### src/core/pin_mux_pkg.sv
// constants shared by the pin function select block
package pin_mux_pkg;
    // port a has eight pads; bit 7 doubles as the reset pad
    localparam int PORT_WIDTH = 8;
    localparam int RESET_PAD_BIT = 7;
    localparam int PWM_PADS = 3;
    // clock figures
    localparam int CLK_PERIOD_NS = 20;
    // fixed reset release delay, internal clock cycles
    localparam int RELEASE_CYCLES = 32;
    localparam int RELEASE_CNT_W = 6;
    // values after reset
    localparam logic [7:0] PERIPH_EN_RST = 8'h00;
    localparam logic [7:0] PERIPH_SEL_RST = 8'h00;
    localparam logic [7:0] DIR_RST = 8'h00;
    localparam logic [7:0] DATA_RST = 8'h00;
    // external clock source choices
    typedef enum logic {
        SRC_EXT_CLOCK_IN_PAD_PAD,
        SRC_CRYSTAL_PAD
    } ext_src_t;
    // reset sequencer states
    typedef enum logic [1:0] {
        RST_HOLD,
        RST_COUNT,
        RST_RUN
    } rst_state_t;
endpackage

### src/core/pad_sync.sv
// two flip-flop synchroniser for pad inputs
`timescale 1ns/1ps
`default_nettype none
module pad_sync #(
    parameter int WIDTH = 1,
    parameter logic [WIDTH-1:0] RST_VAL = '0
) (
    // clock and reset
    input wire logic i_ref_clk,
    input wire logic i_rst_n,
    // data
    input wire logic [WIDTH-1:0] i_async,
    output logic [WIDTH-1:0] o_sync
);
    logic [WIDTH-1:0] meta_reg;

    always_ff @(posedge i_ref_clk or negedge i_rst_n) begin
        if (!i_rst_n) begin
            meta_reg <= RST_VAL;
            o_sync <= RST_VAL;
        end else begin
            meta_reg <= i_async;
            o_sync <= meta_reg;
        end
    end
endmodule
`default_nettype wire

### src/core/pin_function_select.sv
// port a pin function selection, external clock source choice and reset pad
// Summary of operation
// - after reset every pad carries its primary, first-listed function
// - alternate function needs both port peripheral enable and pin select bits
// - external clock pad becomes the clock source only with clock mode set
// - source select bit picks clock-in pad or crystal pad
// - reset pad low holds the internal reset and config registers in reset; pad synchronisers and gpio data in keep sampling
// - internal reset releases synchronously after a fixed cycle count
// - reset pad as port a bit 7 ignores reset; other sources remain
// - reset pad defaults to reset function after reset
// - every port pin in gpio mode is independently input or output
// - pads 0..2 default gpio; alternate carries pwm channels 0..2 out
`timescale 1ns/1ps
`default_nettype none
module pin_function_select
    import pin_mux_pkg::*;
#(
    parameter int RELEASE = pin_mux_pkg::RELEASE_CYCLES
) (
    // clock and chip reset (power-on, watchdog and software reset combined)
    input wire logic i_ref_clk,
    input wire logic i_rst_n,
    // software configuration, port a
    input wire logic [7:0] i_periph_enable,
    input wire logic [7:0] i_pin_periph_select,
    input wire logic [7:0] i_gpio_dir_out,
    input wire logic [7:0] i_gpio_data_out,
    // software configuration, oscillator control
    input wire logic i_clock_mode_bit,
    input wire logic i_ext_source_select_bit,
    // peripheral side
    input wire logic [2:0] i_pwm_out,
    output logic [7:0] o_gpio_data_in,
    // pads of port a, bit 7 is the reset pad
    input wire logic [7:0] i_pad_in,
    output logic [7:0] o_pad_out,
    output logic [7:0] o_pad_oe,
    // external clock pads
    input wire logic i_ext_clock_in_pad_pad,
    input wire logic i_crystal_pad,
    // clock status
    output logic o_ext_clock_active,
    output logic o_ext_clock_level,
    output logic o_crystal_selected,
    // internal reset and reset pad status
    output logic o_sys_rst_n,
    output logic o_reset_pad_mode
);
    // configuration registers, loaded from software ports each cycle while the internal reset is high
    logic [7:0] per_reg;
    logic [7:0] sel_reg;
    logic [7:0] dir_reg;
    logic [7:0] dout_reg;
    logic clk_mode_reg;
    logic ext_source_select_bit_reg;
    // synchronised pads
    logic [7:0] pad_sync;
    logic [1:0] ext_clk_sync;

    pad_sync #(
        .WIDTH(8),
        .RST_VAL(8'hff)
    ) u_pad_sync (
        .i_ref_clk(i_ref_clk),
        .i_rst_n(i_rst_n),
        .i_async(i_pad_in),
        .o_sync(pad_sync)
    );

    pad_sync #(
        .WIDTH(2),
        .RST_VAL(2'h0)
    ) u_clk_sync (
        .i_ref_clk(i_ref_clk),
        .i_rst_n(i_rst_n),
        .i_async({i_crystal_pad, i_ext_clock_in_pad_pad}),
        .o_sync(ext_clk_sync)
    );

    // alternate routing needs both the port enable and the pin select
    wire [7:0] alt_sel = per_reg & sel_reg;
    // reset pad is port a bit 7 only when software moves it there
    wire reset_pad_is_gpio = alt_sel[RESET_PAD_BIT];
    // the pad pulls up; a low level is a reset request
    wire pad_reset_req = ~reset_pad_is_gpio & ~pad_sync[RESET_PAD_BIT];

    logic [7:0] out_next;
    logic [7:0] oe_next;

    genvar g;
    generate
        for (g = 0; g < PORT_WIDTH; g++) begin : g_pad
            if (g < PWM_PADS) begin : g_pwm
                // alternate drives the pwm channel as an output
                assign out_next[g] = alt_sel[g] ? i_pwm_out[g] : dout_reg[g];
                assign oe_next[g] = alt_sel[g] | dir_reg[g];
            end else if (g == RESET_PAD_BIT) begin : g_rst
                // primary function is the reset input, never driven
                assign out_next[g] = reset_pad_is_gpio & dout_reg[g];
                assign oe_next[g] = reset_pad_is_gpio & dir_reg[g];
            end else begin : g_gpio
                // alternates of these pads belong to other peripherals
                assign out_next[g] = dout_reg[g];
                assign oe_next[g] = ~alt_sel[g] & dir_reg[g];
            end
        end
    endgenerate

    // clock source: crystal or clock-in, effective only with mode bit set
    wire src_level = (ext_src_t'(ext_source_select_bit_reg) == SRC_CRYSTAL_PAD) ?
        ext_clk_sync[1] : ext_clk_sync[0];
    wire ext_active_next = clk_mode_reg;

    // the config flops sit on the chip reset; the reset pad also loads their reset
    // values while the internal reset stays low, so software must reprogram after
    always_ff @(posedge i_ref_clk or negedge i_rst_n) begin
        if (!i_rst_n) begin
            per_reg <= PERIPH_EN_RST;
            sel_reg <= PERIPH_SEL_RST;
            dir_reg <= DIR_RST;
            dout_reg <= DATA_RST;
            clk_mode_reg <= 1'b0;
            ext_source_select_bit_reg <= 1'b0;
        end else if (!o_sys_rst_n) begin
            per_reg <= PERIPH_EN_RST;
            sel_reg <= PERIPH_SEL_RST;
            dir_reg <= DIR_RST;
            dout_reg <= DATA_RST;
            clk_mode_reg <= 1'b0;
            ext_source_select_bit_reg <= 1'b0;
        end else begin
            per_reg <= i_periph_enable;
            sel_reg <= i_pin_periph_select;
            dir_reg <= i_gpio_dir_out;
            dout_reg <= i_gpio_data_out;
            clk_mode_reg <= i_clock_mode_bit;
            ext_source_select_bit_reg <= i_ext_source_select_bit;
        end
    end

    always_ff @(posedge i_ref_clk or negedge i_rst_n) begin
        if (!i_rst_n) begin
            o_pad_out <= 8'h00;
            o_pad_oe <= 8'h00;
            o_gpio_data_in <= 8'h00;
            o_ext_clock_active <= 1'b0;
            o_ext_clock_level <= 1'b0;
            o_crystal_selected <= 1'b0;
            o_reset_pad_mode <= 1'b1;
        end else begin
            o_pad_out <= out_next;
            o_pad_oe <= oe_next;
            o_gpio_data_in <= pad_sync;
            o_ext_clock_active <= ext_active_next;
            o_ext_clock_level <= ext_active_next & src_level;
            o_crystal_selected <= ext_source_select_bit_reg;
            o_reset_pad_mode <= ~reset_pad_is_gpio;
        end
    end

    reset_release #(
        .RELEASE(RELEASE)
    ) u_reset_release (
        .i_ref_clk(i_ref_clk),
        .i_rst_n(i_rst_n),
        .i_req(pad_reset_req),
        .o_sys_rst_n(o_sys_rst_n)
    );
endmodule
`default_nettype wire

### src/core/reset_release.sv
// reset pad sequencer: holds internal reset, releases after a fixed count
`timescale 1ns/1ps
`default_nettype none
module reset_release
    import pin_mux_pkg::*;
#(
    parameter int RELEASE = pin_mux_pkg::RELEASE_CYCLES
) (
    // clock and power-on reset
    input wire logic i_ref_clk,
    input wire logic i_rst_n,
    // synchronised reset request, active high
    input wire logic i_req,
    // internal reset, active low
    output logic o_sys_rst_n
);
    rst_state_t state_reg;
    rst_state_t state_next;
    logic [RELEASE_CNT_W-1:0] cnt_reg;
    logic [RELEASE_CNT_W-1:0] cnt_next;
    wire cnt_done = (cnt_reg == RELEASE_CNT_W'(RELEASE - 1));

    always_comb begin
        state_next = state_reg;
        cnt_next = cnt_reg;
        unique case (state_reg)
            RST_HOLD: begin
                cnt_next = '0;
                if (!i_req) begin
                    state_next = RST_COUNT;
                end
            end
            RST_COUNT: begin
                cnt_next = cnt_reg + 1'b1;
                if (i_req) begin
                    state_next = RST_HOLD;
                end else if (cnt_done) begin
                    state_next = RST_RUN;
                end
            end
            RST_RUN: begin
                if (i_req) begin
                    state_next = RST_HOLD;
                end
            end
            // the spare two-bit code falls back into reset rather than running
            default: begin
                state_next = RST_HOLD;
                cnt_next = '0;
            end
        endcase
    end

    always_ff @(posedge i_ref_clk or negedge i_rst_n) begin
        if (!i_rst_n) begin
            state_reg <= RST_HOLD;
            cnt_reg <= '0;
            o_sys_rst_n <= 1'b0;
        end else begin
            state_reg <= state_next;
            cnt_reg <= cnt_next;
            o_sys_rst_n <= (state_next == RST_RUN);
        end
    end
endmodule
`default_nettype wire

### config.mk
export PLATFORM = sky130hd
export DESIGN_NAME = pin_function_select
export DESIGN_NICKNAME = d
export VERILOG_FILES = /design/src/core/pin_mux_pkg.sv /design/src/core/pad_sync.sv /design/src/core/pin_function_select.sv /design/src/core/reset_release.sv
export SDC_FILE = /design/constraint.sdc
export NUM_CORES = 1
export LEC_CHECK = 0
export ABC_CLOCK_PERIOD_IN_PS = 4550
export BUFFER_PORTS_ARGS = -buffer_cell sky130_fd_sc_hd__buf_2
export CORE_MARGIN = 2
export CORE_UTILIZATION = 40
export DETAILED_ROUTE_END_ITERATION = 8
export SLEW_MARGIN = 20
export SYNTH_ARGS = -nofsm -noshare
export SYNTH_HDL_FRONTEND = slang
export SYNTH_SLANG_ARGS = --single-unit
### constraint.sdc
create_clock -name i_ref_clk -period 4.55 [get_ports i_ref_clk]
set_clock_uncertainty 0.2 [all_clocks]
set_input_delay 0.6825 -clock i_ref_clk [delete_from_list [all_inputs] [get_ports i_ref_clk]]
set_output_delay 0.6825 -clock i_ref_clk [all_outputs]
set_load 0.01 [all_outputs]
* Word-level counts from Yosys, hierarchy flattened
Cells that the tools add are included.
Storage, ports and cells: output and inout bits 29, register bits 91, logic and storage cells 60
Cells by class: eq/ne operators 4, reduce and logical (&&, ||, !) cells 1, multiplexer cells 16, add/subtract/negate cells 1, bitwise gates (word level) 18
Operators by type and width (count):
- 8-bit two-way mux | 4
- 6-bit one-hot mux with 2 select lines | 1
- 1-bit bitwise AND | 8
- 8-bit bitwise AND | 1
- 2-bit two-way mux | 4
- 6-bit by 1-bit adder with 6-bit output (second input constant) | 1
- 6-bit by 5-bit equality test with 1-bit output (second input constant) | 1
- 1-bit two-way mux | 6
- 1-bit NOT | 6
- 2-bit one-hot mux with 3 select lines | 1
- 2-bit equality test (second input constant) | 2
- 1-bit bitwise OR | 3
- 2-bit by 1-bit equality test with 1-bit output (second input constant) | 1
- 2-bit logical NOT | 1

* Longest topological paths before layout
Gate-level depths: netlist of the first run.
depth in word-level cells 6, depth in mapped cells 4

* Modules after synthesis
From an unflattened synthesis of the first run, not the netlist that was laid out.
Second synthesis, totals: cells, all modules 173, area, all modules 2879.0 µm²
By module, submodules not included:
- pin_function_select | times used 1, cells each 118, area each 1954.4 µm²
- pad_sync at u_pad_sync | times used 1, cells each 16, area each 420.4 µm²
- reset_release | times used 1, cells each 35, area each 404.1 µm²
- pad_sync at u_clk_sync | times used 1, cells each 4, area each 100.1 µm²

* Worst setup path after synthesis of the first run
OpenSTA, ideal clock, no wires.
path type reg2reg, start point register u_reset_release.cnt_reg[0], end point register u_reset_release.o_sys_rst_n, cell stages (with the launch flop) 5, setup time 0.077 ns, arrival time 1.272 ns, slack 3.001 ns, cells stage by stage dfrtp_1 ha_1 nand2_2 or4_4 a21oi_1
On the way: word-level cells in the longest chain between the ends 5
RTL lines:
- from (decl) | line reset_release.sv:19 | logic [RELEASE_CNT_W-1:0] cnt_reg;
- from (signal assigned) | line reset_release.sv:61 | cnt_reg <= cnt_next;
- 6-bit by 5-bit equality test with 1-bit output | line reset_release.sv:21 | wire cnt_done = (cnt_reg == RELEASE_CNT_W'(RELEASE - 1));
- 2-bit two-way mux | line reset_release.sv:37 | end else if (cnt_done) begin
- 2-bit two-way mux | line reset_release.sv:35 | if (i_req) begin
- 2-bit one-hot mux with 3 select lines | line reset_release.sv:26 | unique case (state_reg)
- 2-bit equality test | line reset_release.sv:62 | o_sys_rst_n <= (state_next == RST_RUN);
- to (signal assigned) | line reset_release.sv:62
- to (decl) | line reset_release.sv:15 | output logic o_sys_rst_n
No other way between the ends. A chain may end at the register's enable or synchronous reset.

* Worst setup path after layout of the first run
start point register u_reset_release.o_sys_rst_n, end point output port o_sys_rst_n
RTL lines:
- to (decl) | line pin_function_select.sv:46 | output logic o_sys_rst_n,
No word-level cell between the ends.

==> metrics.txt, run 1 <==
# TYPE chip_impl_metric gauge
chip_impl_info{name="critical_path.endpoint",value="o_sys_rst_n"} 1
chip_impl_metric{name="finalSetupViolations",unit=""} 0
chip_impl_metric{name="drt_first_iter_violations",unit=""} 97
chip_impl_info{name="largest_delay_contributor_family_on_the_critical_path",value="flip-flops"} 1
chip_impl_metric{name="yosys.area.top_type_share",unit="%"} 65.3
chip_impl_metric{name="routed_wire_length_per_instance",unit="um"} 11.8
chip_impl_metric{name="p_leak",unit="nW"} 1.83
chip_impl_info{name="ctsRootBufferMaster",value="clkbuf_8"} 1
chip_impl_info{name="outcome",value="finished clean"} 1
chip_impl_metric{name="timing.reg2reg.worst_path_depth",unit=""} 4
chip_impl_info{name="crit_path_top_delay_cell",value="dfrtp_1"} 1
chip_impl_metric{name="die_height",unit="um"} 88.2
chip_impl_info{name="netlist_top_cells_area",value="dfrtp_1, dfstp_2, and2_1"} 1
chip_impl_metric{name="row_count",unit=""} 30
chip_impl_metric{name="clk_pin_slew",unit="ns"} 0.08
chip_impl_metric{name="layout_overhead_on_the_synthesized_area",unit="%"} 25.1
chip_impl_metric{name="critical_path_depth",unit=""} 1
chip_impl_metric{name="drt_pre_antenna_iters",unit=""} 4
chip_impl_metric{name="clock_sink_count",unit=""} 91
chip_impl_metric{name="viasPerCell",unit=""} 4.17
chip_impl_info{name="netlist.top_cell.by_area",value="dfrtp_1"} 1
chip_impl_metric{name="cts_htree_levels",unit=""} 3
chip_impl_metric{name="ctsHoldBuffers",unit=""} 0
chip_impl_metric{name="fin_tns_setup",unit="ns"} 0
chip_impl_metric{name="cellPowerDensity",unit="mW/mm2"} 397
chip_impl_metric{name="fill_cells",unit=""} 617
chip_impl_metric{name="drv_slew",unit=""} 0
chip_impl_metric{name="final.period_utilization",unit="%"} 50.4
chip_impl_metric{name="drt_wl_total",unit="um"} 4300
chip_impl_metric{name="numPortBuffers",unit=""} 77
chip_impl_metric{name="final_nets",unit=""} 313
chip_impl_metric{name="gr-total-overflow",unit=""} 0
chip_impl_metric{name="slew_headroom",unit="%"} 51.8
chip_impl_info{name="setup.worst_path.start_class",value="register"} 1
chip_impl_metric{name="placement.setup.worst_slack",unit="ns"} 2.56
chip_impl_metric{name="die_width",unit="um"} 88.2
chip_impl_metric{name="async_reset_ff_share",unit="%"} 100
chip_impl_metric{name="largest_net_degree_at_the_start_of_global_routing",unit=""} 53
chip_impl_metric{name="yosys_register_bits",unit=""} 91
chip_impl_metric{name="period_minus_ws_final",unit="ns"} 2.29
chip_impl_metric{name="antenna-diode-count",unit=""} 0
chip_impl_info{name="worst-setup-path-type",value="reg -> out"} 1
chip_impl_metric{name="cts_made_buffers",unit=""} 9
chip_impl_info{name="critical_path.startpoint",value="u_reset_release.o_sys_rst_n"} 1
chip_impl_metric{name="die_area",unit="mm2"} 0.00778
chip_impl_metric{name="critPathArrivalTime",unit="ns"} 1.41
chip_impl_info{name="setup_repair_after_global_routing_missed_its_margin",value="false"} 1
chip_impl_metric{name="yosysWarnings",unit=""} 0
chip_impl_metric{name="timing.final.hold_violations",unit=""} 0
chip_impl_metric{name="global_route.usage.total",unit="%"} 12.0
chip_impl_metric{name="detailedPlacementHpwl",unit="um"} 3000
chip_impl_metric{name="clock.fmax",unit="GHz"} 0.436
chip_impl_metric{name="worstMarginPinSlew",unit="ns"} 0.723
chip_impl_metric{name="synth_edf_count",unit=""} 0
chip_impl_metric{name="irDropWorstVdd",unit="V"} 0.000175
chip_impl_metric{name="synth_sequential_area_ratio",unit="%"} 81.1
chip_impl_metric{name="cts.path.max_buffers",unit=""} 2
chip_impl_info{name="path_cells",value="buf_2"} 1
chip_impl_metric{name="crit_fanout",unit=""} 35
chip_impl_metric{name="drtAntennaViolNets",unit=""} 0
chip_impl_metric{name="initial_core_util",unit="%"} 41.5
chip_impl_metric{name="postCtsResizedCells",unit=""} 0
chip_impl_info{name="synthMostInstantiatedCell",value="dfrtp_1"} 1
chip_impl_metric{name="core_area",unit="mm2"} 0.00683
chip_impl_metric{name="syn_nets",unit=""} 227
chip_impl_metric{name="grt_antenna_before_repair",unit=""} 0
chip_impl_metric{name="setup_slack",unit="ns"} 2.26
chip_impl_info{name="crit-reg2reg-capture",value="u_reset_release.state_reg[1]"} 1
chip_impl_info{name="regToRegStartpoint",value="u_reset_release.cnt_reg[0]"} 1
chip_impl_metric{name="via_count_of_the_first_global_routing_pass",unit=""} 1484
chip_impl_metric{name="detail_route.drc_violations",unit=""} 0
chip_impl_info{name="synthTopCellsByCount",value="dfrtp_1, and2_1, dfstp_2, nand2_1, o21ai_0"} 1
chip_impl_metric{name="grt_pass1_wl",unit="um"} 6970
chip_impl_metric{name="top_ports",unit=""} 78
chip_impl_metric{name="post_synth.cell_area_avg",unit="um2"} 16.0
chip_impl_metric{name="route.vias.total",unit=""} 1518
chip_impl_info{name="cp-end-kind",value="output pin"} 1
chip_impl_info{name="synth_top_flop_cell",value="dfrtp_1"} 1
chip_impl_info{name="min_path_type",value="in -> async"} 1
chip_impl_metric{name="syn_area",unit="mm2"} 0.00284
chip_impl_metric{name="synthDistinctLibCells",unit=""} 26
chip_impl_metric{name="slowest_delay",unit="ns"} 0.81
chip_impl_metric{name="max_cap_viol_count",unit=""} 0
chip_impl_metric{name="crit_required",unit="ns"} 3.67
chip_impl_metric{name="post_route_cells_drive_above_1_share",unit="%"} 43.3
chip_impl_metric{name="syn_inst_count",unit=""} 177
chip_impl_metric{name="ff2ff_setup_slack",unit="ns"} 2.91
chip_impl_metric{name="worstPathBufferInverterCount",unit=""} 1
chip_impl_metric{name="finalWeightedCongestion",unit=""} 0.832
chip_impl_info{name="tritoncts_clock_tree",value="done"} 1
chip_impl_metric{name="worst_skew_pair.late_latency",unit="ns"} 0.34
chip_impl_metric{name="cts_post_setup_buffers_inserted",unit=""} 0
==> layout by cell type (no fill, tap or decap), types with 3 or more instances in the layout <==
master,n
a21boi_0,4
clkinvlp_4,3
nand2b_1,4
dfrtp_1,74
nor2b_1,3
o21ai_0,5
a21oi_1,4
dfstp_2,17
nand2_1,8
buf_2,76
clkbuf_8,11
and2_1,34
mux2_2,3
==> how the worst min path moves through the flow <==
stage	start	end	slack [ns]	cells past startpoint
6_report	i_rst_n	o_gpio_data_in[1]	0.15	1
5_1_grt	u_clk_sync.meta_reg[0]	u_clk_sync.o_sync[0]	0.16	0
4_1_cts	u_clk_sync.meta_reg[0]	u_clk_sync.o_sync[0]	0.15	0
3_5_place_dp	u_clk_sync.meta_reg[0]	u_clk_sync.o_sync[0]	0.13	0
3_3_place_gp	u_clk_sync.meta_reg[0]	u_clk_sync.o_sync[0]	0.13	0
2_1_floorplan	dout_reg[3]	o_pad_out[3]	0.13	0
==> through the flow <==
stage          hold WS, ns  total power, W  utilization [%]  cells  area (um2)
2_1_floorplan        0.131        0.000856                -    177        2840
3_3_place_gp         0.132        0.000898             48.9    348        3340
3_5_place_dp         0.135        0.000899             48.9    348        3340
4_1_cts              0.154         0.00143             51.9    364        3550
5_1_grt              0.162         0.00147             51.9    364        3550
6_report             0.153         0.00141             51.9    364        3550
==> kinds of logic after synthesis <==
kind of cell | count (synthesis) | share of synthesized area (%)
AND/OR/NAND/NOR | 60 | 12.6
adder cells (fa/ha/maj) | 1 | 0.441
flip-flops | 91 | 81.1
AO/OA/AOI/OAI | 15 | 3.22
multiplexers | 4 | 1.54
buffers and inverters | 4 | 0.529
XOR/XNOR | 2 | 0.618
==> report_power, final <==
part	switching [W]	internal, W
sequential	0.00000574	0.000829
clock	0.000265	0.000263
combinational	0.0000264	0.0000204
total	0.000297	0.00111
==> final cells by class <==
type                            instances  area (um2)  share of cell area [%]
Clock buffer                           12         176                    4.97
Tap cell                               96         120                    3.39
Inverter                                1        3.75                   0.106
Multi-Input combinational cell         82         522                    14.7
Timing Repair Buffer                   78         395                    11.1
Clock inverter                          4        31.3                   0.882
Sequential cell                        91        2300                    64.8
==> routing by layer <==
| metal | up-vias | wire length (um) | GRT usage [%] |
|---|---|---|---|
| li1 | 736 | - | - |
| met1 | 724 | 2080 | 18.1 |
| met2 | 52 | 1870 | 15.7 |
| met3 | 6 | 296 | 3.96 |
| met4 | 0 | 51 | 5.37 |
| met5 | - | 0 | 0 |
No activity file was read; power rests on OpenSTA's default activity.
==> run 2, diff against run 1 <==
--- a/config.mk
+++ b/config.mk
@@ -5,7 +5,7 @@
 export SDC_FILE = /design/constraint.sdc
 export NUM_CORES = 1
 export LEC_CHECK = 0
-export ABC_CLOCK_PERIOD_IN_PS = 4550
+export ABC_CLOCK_PERIOD_IN_PS = 2350
 export BUFFER_PORTS_ARGS = -buffer_cell sky130_fd_sc_hd__buf_2
 export CORE_MARGIN = 2
 export CORE_UTILIZATION = 40
==> constraint.sdc (replaced) <==
create_clock -name i_ref_clk -period 2.35 [get_ports i_ref_clk]
set_clock_uncertainty 0.2 [all_clocks]
set_input_delay 0.3525 -clock i_ref_clk [delete_from_list [all_inputs] [get_ports i_ref_clk]]
set_output_delay 0.3525 -clock i_ref_clk [all_outputs]
set_load 0.01 [all_outputs]
==> metrics.txt, run 2 (synthesis gave the netlist of run 1 again) <==
# TYPE chip_impl_metric gauge
chip_impl_metric{name="clock_sink_count",unit=""} 91
chip_impl_metric{name="top_ports",unit=""} 78
chip_impl_metric{name="final_core_density",unit="%"} 55.3
chip_impl_metric{name="drv_slew",unit=""} 0
chip_impl_info{name="regToRegStartpoint",value="u_reset_release.cnt_reg[0]"} 1
chip_impl_metric{name="via_count_of_the_first_global_routing_pass",unit=""} 1556
chip_impl_info{name="most_common_cell_after_layout_fill_and_taps_aside",value="buf_2"} 1
chip_impl_metric{name="p_leak",unit="nW"} 1.93
chip_impl_metric{name="final_nets",unit=""} 338
chip_impl_metric{name="finalWeightedCongestion",unit=""} 0.768
chip_impl_metric{name="detailedPlacementHpwl",unit="um"} 2940
chip_impl_metric{name="max_cap_viol_count",unit=""} 0
chip_impl_metric{name="cts_made_buffers",unit=""} 9
chip_impl_metric{name="slew_headroom",unit="%"} 66.2
chip_impl_metric{name="drt_wl_total",unit="um"} 4400
chip_impl_metric{name="detail_route.drc_violations",unit=""} 0
chip_impl_metric{name="irDropWorstVdd",unit="V"} 0.000259
chip_impl_info{name="setup.worst_path.start_class",value="register"} 1
chip_impl_metric{name="power.sequential.fraction",unit="%"} 60.8
chip_impl_metric{name="layout_overhead_on_the_synthesized_area",unit="%"} 33.1
chip_impl_info{name="largest_delay_contributor_family_on_the_critical_path",value="flip-flops"} 1
chip_impl_metric{name="die_height",unit="um"} 88.2
chip_impl_metric{name="critPathArrivalTime",unit="ns"} 1.24
chip_impl_metric{name="row_count",unit=""} 30
chip_impl_metric{name="antenna-diode-count",unit=""} 0
chip_impl_info{name="tritoncts_clock_tree",value="done"} 1
chip_impl_info{name="setup_repair_after_global_routing_missed_its_margin",value="false"} 1
chip_impl_metric{name="final.period_utilization",unit="%"} 76.2
chip_impl_metric{name="clk_pin_slew",unit="ns"} 0.09
chip_impl_metric{name="slowest_delay",unit="ns"} 0.67
chip_impl_metric{name="cellPowerDensity",unit="mW/mm2"} 704
chip_impl_metric{name="numPortBuffers",unit=""} 77
chip_impl_metric{name="power.net_switching",unit="W"} 0.000598
chip_impl_metric{name="initial_core_util",unit="%"} 41.5
chip_impl_metric{name="clock.fmax",unit="GHz"} 0.559
chip_impl_metric{name="core_area",unit="mm2"} 0.00683
chip_impl_info{name="outcome",value="finished clean"} 1
chip_impl_metric{name="worst_skew_pair.late_latency",unit="ns"} 0.35
chip_impl_metric{name="post_route_cells_drive_above_1_share",unit="%"} 39.9
chip_impl_metric{name="p_comb_share",unit="%"} 4.6
chip_impl_metric{name="largest_net_degree_at_the_start_of_global_routing",unit=""} 61
chip_impl_metric{name="grt_pass1_wl",unit="um"} 7120
chip_impl_metric{name="cts_post_setup_buffers_inserted",unit=""} 0
chip_impl_metric{name="multi_input_logic_area",unit="um2"} 522
chip_impl_metric{name="finalSetupViolations",unit=""} 0
chip_impl_info{name="mostFrequentLayoutCells",value="buf_2, dfrtp_1, and2_1, dlygate4sd3_1, dfstp_2"} 1
chip_impl_metric{name="period_minus_ws_final",unit="ns"} 1.79
chip_impl_metric{name="p_int",unit="W"} 0.00206
chip_impl_info{name="crit_path_top_delay_cell",value="dfrtp_1"} 1
chip_impl_metric{name="worstPathBufferInverterCount",unit=""} 1
chip_impl_metric{name="global_route.usage.total",unit="%"} 12.4
chip_impl_metric{name="clock_network_power_share",unit="%"} 34.6
chip_impl_metric{name="gr-total-overflow",unit=""} 0
chip_impl_metric{name="grt_antenna_before_repair",unit=""} 0
chip_impl_metric{name="cts.path.max_buffers",unit=""} 2
chip_impl_metric{name="viasPerCell",unit=""} 4.13
chip_impl_metric{name="drtAntennaViolNets",unit=""} 0
chip_impl_info{name="ctsRootBufferMaster",value="clkbuf_8"} 1
chip_impl_info{name="cp-end-kind",value="output pin"} 1
chip_impl_metric{name="crit_required",unit="ns"} 1.80
chip_impl_metric{name="drt_pre_antenna_iters",unit=""} 3
chip_impl_metric{name="die_width",unit="um"} 88.2
chip_impl_info{name="critical_path.startpoint",value="u_reset_release.o_sys_rst_n"} 1
chip_impl_metric{name="crit_fanout",unit=""} 17
chip_impl_info{name="worst-setup-path-type",value="reg -> out"} 1
chip_impl_metric{name="drt_first_iter_violations",unit=""} 18
chip_impl_metric{name="route.vias.total",unit=""} 1607
chip_impl_metric{name="cts_htree_levels",unit=""} 3
chip_impl_metric{name="routed_wire_length_per_instance",unit="um"} 11.3
chip_impl_info{name="hold_path.startpoint",value="i_pin_periph_select[1]"} 1
chip_impl_metric{name="fill_cells",unit=""} 606
chip_impl_info{name="min_path_type",value="in -> reg"} 1
chip_impl_metric{name="switching_power_as_a_share_of_total_power",unit="%"} 22.5
chip_impl_metric{name="fin_tns_setup",unit="ns"} 0
chip_impl_metric{name="worstMarginPinSlew",unit="ns"} 0.507
chip_impl_metric{name="timing.final.hold_violations",unit=""} 0
chip_impl_info{name="path_cells",value="buf_2"} 1
chip_impl_metric{name="area.sequential",unit="mm2"} 0.00230
chip_impl_metric{name="die_area",unit="mm2"} 0.00778
==> run 2: cell count changes in the layout (fill, tap and decap cells not counted) <==
cell	change
clkbuf_8	-2
clkinvlp_4	-1
clkbuf_16	-1
clkinv_2	+2
dlygate4sd3_1	+24
inv_6	+2
buf_12	+1
==> run 2: worst register-to-register path, cell delays in order (launching register included) <==
cell and delay, ns:
dfrtp_1 0.39, ha_1 0.24, nand2_2 0.07, or4_4 0.51, a21oi_1 0.15
==> run 2: power groups by stage <==
stage	registers (W)	logic [W]	clock network [W]
finish	0.00162	0.000123	0.000920
global route	0.00162	0.000140	0.00103
floorplan	0.00165	0.0000103	0
CTS	0.00162	0.000127	0.000962
global placement	0.00165	0.0000946	0
detailed placement	0.00165	0.0000957	0
==> run 2: per-layer routing <==
| layer | vias to the layer above | wire [um] | GRT usage (%) |
|---|---|---|---|
| li1 | 786 | - | - |
| met2 | 57 | 1990 | 17.5 |
| met3 | 4 | 276 | 3.77 |
| met4 | 0 | 49 | 7.02 |
| met1 | 760 | 2080 | 17.1 |
| met5 | - | 0 | 0 |
==> run 2: final cells by class <==
type	instances	area share, %
clock inverter	7	1.36
inverter	1	0.0994
multi-input combinational	82	13.8
tap	96	3.18
timing repair buffer	103	17.4
clock buffer	9	3.28
sequential	91	60.9
==> run 2: worst paths after layout <==
kind	to	slack (ns)	depth (start not counted)
worst max-delay path	o_sys_rst_n	0.56	1
worst min-delay path	sel_reg[1]	0.02	2
worst max register to register	u_reset_release.o_sys_rst_n	0.72	4
worst min register to register	o_pad_out[4]	0.15	0
max in group asynchronous	u_pad_sync.meta_reg[3]	1.02	3
min in group asynchronous	o_gpio_data_in[4]	0.27	2
==> run 2: through the flow <==
stage	area (um2)	instances	hold WS, ns	power [W]	setup slack, ns
floorplan	2840	177	-0.143	0.00166	0.801
global placement	3360	349	0.105	0.00174	0.758
detailed placement	3360	349	0.110	0.00174	0.721
CTS	3770	389	0.000363	0.00271	0.557
global route	3770	389	0.00738	0.00279	0.486
finish	3770	389	0.0196	0.00266	0.560
==> run 2: repair_timing <==
action / in CTS / in global routing
hold endpoints to repair: 42 / 0
resized for setup: 0 / 0
hold buffers: 24 / 0
==> run 3, diff against run 2 <==
--- a/config.mk
+++ b/config.mk
@@ -5,11 +5,12 @@
 export SDC_FILE = /design/constraint.sdc
 export NUM_CORES = 1
 export LEC_CHECK = 0
-export ABC_CLOCK_PERIOD_IN_PS = 2350
+export ABC_CLOCK_PERIOD_IN_PS = 1480
 export BUFFER_PORTS_ARGS = -buffer_cell sky130_fd_sc_hd__buf_2
 export CORE_MARGIN = 2
 export CORE_UTILIZATION = 40
 export DETAILED_ROUTE_END_ITERATION = 8
+export PLACE_DENSITY = 0.66
 export SLEW_MARGIN = 20
 export SYNTH_ARGS = -nofsm -noshare
 export SYNTH_HDL_FRONTEND = slang
==> constraint.sdc (replaced) <==
create_clock -name i_ref_clk -period 1.48 [get_ports i_ref_clk]
set_clock_uncertainty 0.2 [all_clocks]
set_input_delay 0.222 -clock i_ref_clk [delete_from_list [all_inputs] [get_ports i_ref_clk]]
set_output_delay 0.222 -clock i_ref_clk [all_outputs]
set_load 0.01 [all_outputs]
==> metrics.txt, run 3 (synthesis gave the netlist of run 1 again) <==
# TYPE chip_impl_metric gauge
chip_impl_metric{name="largest_net_degree_at_the_start_of_global_routing",unit=""} 92
chip_impl_metric{name="grt_pass1_wl",unit="um"} 8290
chip_impl_metric{name="post_route_cells_drive_above_1_share",unit="%"} 39.4
chip_impl_metric{name="p_leak",unit="nW"} 2.08
chip_impl_metric{name="timing.hold.worst_path_depth",unit=""} 0
chip_impl_info{name="crit-reg2reg-capture",value="u_reset_release.state_reg[1]"} 1
chip_impl_metric{name="drt_wl_total",unit="um"} 4990
chip_impl_metric{name="area.sequential",unit="mm2"} 0.00230
chip_impl_info{name="regToRegStartpoint",value="u_reset_release.state_reg[1]"} 1
chip_impl_info{name="setup_repair_after_global_routing_missed_its_margin",value="true"} 1
chip_impl_metric{name="irDropWorstVdd",unit="V"} 0.000691
chip_impl_metric{name="clock_sink_count",unit=""} 91
chip_impl_info{name="timing.hold.worst_endpoint",value="u_clk_sync.o_sync[0]"} 1
chip_impl_metric{name="grt_antenna_before_repair",unit=""} 0
chip_impl_metric{name="detailedPlacementHpwl",unit="um"} 2890
chip_impl_metric{name="cts_made_buffers",unit=""} 9
chip_impl_metric{name="antenna-diode-count",unit=""} 0
chip_impl_metric{name="cellPowerDensity",unit="mW/mm2"} 1100
chip_impl_metric{name="viasPerCell",unit=""} 4.33
chip_impl_metric{name="multi_input_logic_area",unit="um2"} 542
chip_impl_metric{name="critPathArrivalTime",unit="ns"} 1.57
chip_impl_info{name="hold_path.startpoint",value="u_clk_sync.meta_reg[0]"} 1
chip_impl_metric{name="finalSetupViolations",unit=""} 1
chip_impl_metric{name="drt_first_iter_violations",unit=""} 50
chip_impl_metric{name="setup_slack",unit="ns"} -0.00518
chip_impl_metric{name="route.vias.total",unit=""} 1808
chip_impl_metric{name="max_cap_viol_count",unit=""} 0
chip_impl_info{name="tritoncts_clock_tree",value="done"} 1
chip_impl_metric{name="placement.setup.worst_slack",unit="ns"} -0.0398
chip_impl_info{name="failed_checks",value="negative setup slack"} 1
chip_impl_metric{name="finalWeightedCongestion",unit=""} 0.827
chip_impl_info{name="setup.worst_path.start_class",value="register"} 1
chip_impl_metric{name="clock.fmax",unit="GHz"} 0.673
chip_impl_metric{name="crit_fanout",unit=""} 3
chip_impl_info{name="mostFrequentLayoutCells",value="buf_2, dfrtp_1, dlygate4sd3_1, and2_1, dfstp_2"} 1
chip_impl_metric{name="via_count_of_the_first_global_routing_pass",unit=""} 1921
chip_impl_info{name="cp-end-kind",value="register"} 1
chip_impl_info{name="most_common_cell_after_layout_fill_and_taps_aside",value="buf_2"} 1
chip_impl_metric{name="cts.path.max_buffers",unit=""} 2
chip_impl_metric{name="ff2ff_setup_slack",unit="ns"} -0.005
chip_impl_metric{name="clk_pin_slew",unit="ns"} 0.09
chip_impl_metric{name="die_area",unit="mm2"} 0.00778
chip_impl_metric{name="numPortBuffers",unit=""} 77
chip_impl_metric{name="final_nets",unit=""} 367
chip_impl_metric{name="die_width",unit="um"} 88.2
chip_impl_metric{name="worst_skew_pair.late_latency",unit="ns"} 0.34
chip_impl_metric{name="placedCellCount",unit=""} 351
chip_impl_metric{name="timing.reg2reg.worst_path_depth",unit=""} 3
chip_impl_metric{name="drt_pre_antenna_iters",unit=""} 4
chip_impl_metric{name="row_count",unit=""} 30
chip_impl_metric{name="finalPower",unit="W"} 0.00451
chip_impl_metric{name="global_route.usage.total",unit="%"} 14.4
chip_impl_metric{name="top_ports",unit=""} 78
chip_impl_metric{name="drtAntennaViolNets",unit=""} 0
chip_impl_metric{name="routed_wire_length_per_instance",unit="um"} 11.9
chip_impl_metric{name="period_minus_ws_final",unit="ns"} 1.49
chip_impl_info{name="ctsRootBufferMaster",value="clkbuf_8"} 1
chip_impl_metric{name="cts_htree_levels",unit=""} 3
chip_impl_info{name="outcome",value="finished, violations left"} 1
chip_impl_metric{name="crit_required",unit="ns"} 1.56
chip_impl_metric{name="initial_core_util",unit="%"} 41.5
chip_impl_metric{name="fill_cells",unit=""} 541
chip_impl_metric{name="gr-total-overflow",unit=""} 0
chip_impl_metric{name="die_height",unit="um"} 88.2
chip_impl_metric{name="final.period_utilization",unit="%"} 100
chip_impl_metric{name="drv_slew",unit=""} 0
chip_impl_info{name="worst-setup-path-type",value="reg -> reg"} 1
chip_impl_metric{name="layout_overhead_on_the_synthesized_area",unit="%"} 44.9
chip_impl_metric{name="timing.final.hold_violations",unit=""} 0
chip_impl_metric{name="slew_headroom",unit="%"} 70.3
chip_impl_metric{name="detail_route.drc_violations",unit=""} 0
chip_impl_info{name="min_path_type",value="reg -> reg"} 1
chip_impl_metric{name="layout.cells.non_filler",unit=""} 418
chip_impl_metric{name="core_area",unit="mm2"} 0.00683
chip_impl_metric{name="worstMarginPinSlew",unit="ns"} 0.445
## run 3: cell count changes in the layout (fill, tap and decap cells not counted), moves of 2 or more
cell           delta
a21oi_1           -2
buf_4             +5
clkinv_2          -2
clkinv_4          +2
a21oi_2           +2
dlygate4sd3_1    +24
## run 3: critical path, stage by stage, from the launching register on
cell and delay (ns):
dfrtp_1 0.41, nand2b_4 0.15, or4_4 0.53, a21oi_2 0.14
## run 3: layout make-up
type | count | share of cell area, %
sequential | 91 | 56.0
timing repair buffer | 132 | 22.7
multi-input combinational | 82 | 13.2
clock buffer | 10 | 3.35
tap | 96 | 2.92
clock inverter | 6 | 1.77
inverter | 1 | 0.0914
## run 3: per-layer routing
metal	vias up	share of wire (%)	track usage, %
met5	-	0	0
met4	0	1.6	4.96
met3	12	5.9	5.75
met2	62	51	25.6
met1	886	41	15.5
li1	848	-	-
## run 3: what timing repair did
| item | CTS | global route |
|---|---|---|
| gates resized for setup | 0 | 1 |
| setup buffers | 2 | 1 |
| pin swaps | 0 | 1 |
| hold buffers | 48 | 0 |
| endpoints found under the hold margin | 121 | 0 |
| endpoints found under the setup margin | 2 | 4 |
## run 3: metrics by stage
step	utilization, %	hold WS [ns]	setup TNS, ns	cell area [um2]
finish	60.1	0.148	-0.00518	4110
global route	60.1	0.146	-0.0819	4110
CTS	60.0	0.152	-0.0146	4100
detailed placement	49.7	0.0985	-0.0740	3390
global placement	49.7	0.0953	-0.0507	3390
floorplan	-	-0.274	0	2850
## run 3: power breakdown
group	internal, W	leakage, nW	switching [W]
logic	0.000159	0.793	0.000102
registers	0.00255	1.18	0.0000178
clock network	0.000840	0.103	0.000847
total	0.00355	2.08	0.000967
## run 3: how the worst max path moves through the flow
stage                                            start                           end  slack, ns  depth (start not counted)
after floorplan           u_reset_release.state_reg[1]   u_reset_release.o_sys_rst_n       0.02                          3
after global placement    u_reset_release.state_reg[1]   u_reset_release.o_sys_rst_n      -0.03                          3
after detailed placement  u_reset_release.state_reg[1]  u_reset_release.state_reg[1]      -0.04                          3
after CTS                 u_reset_release.state_reg[1]   u_reset_release.o_sys_rst_n     -0.009                          3
after global routing      u_reset_release.state_reg[1]   u_reset_release.o_sys_rst_n      -0.05                          3
final                     u_reset_release.state_reg[1]  u_reset_release.state_reg[1]     -0.005                          3
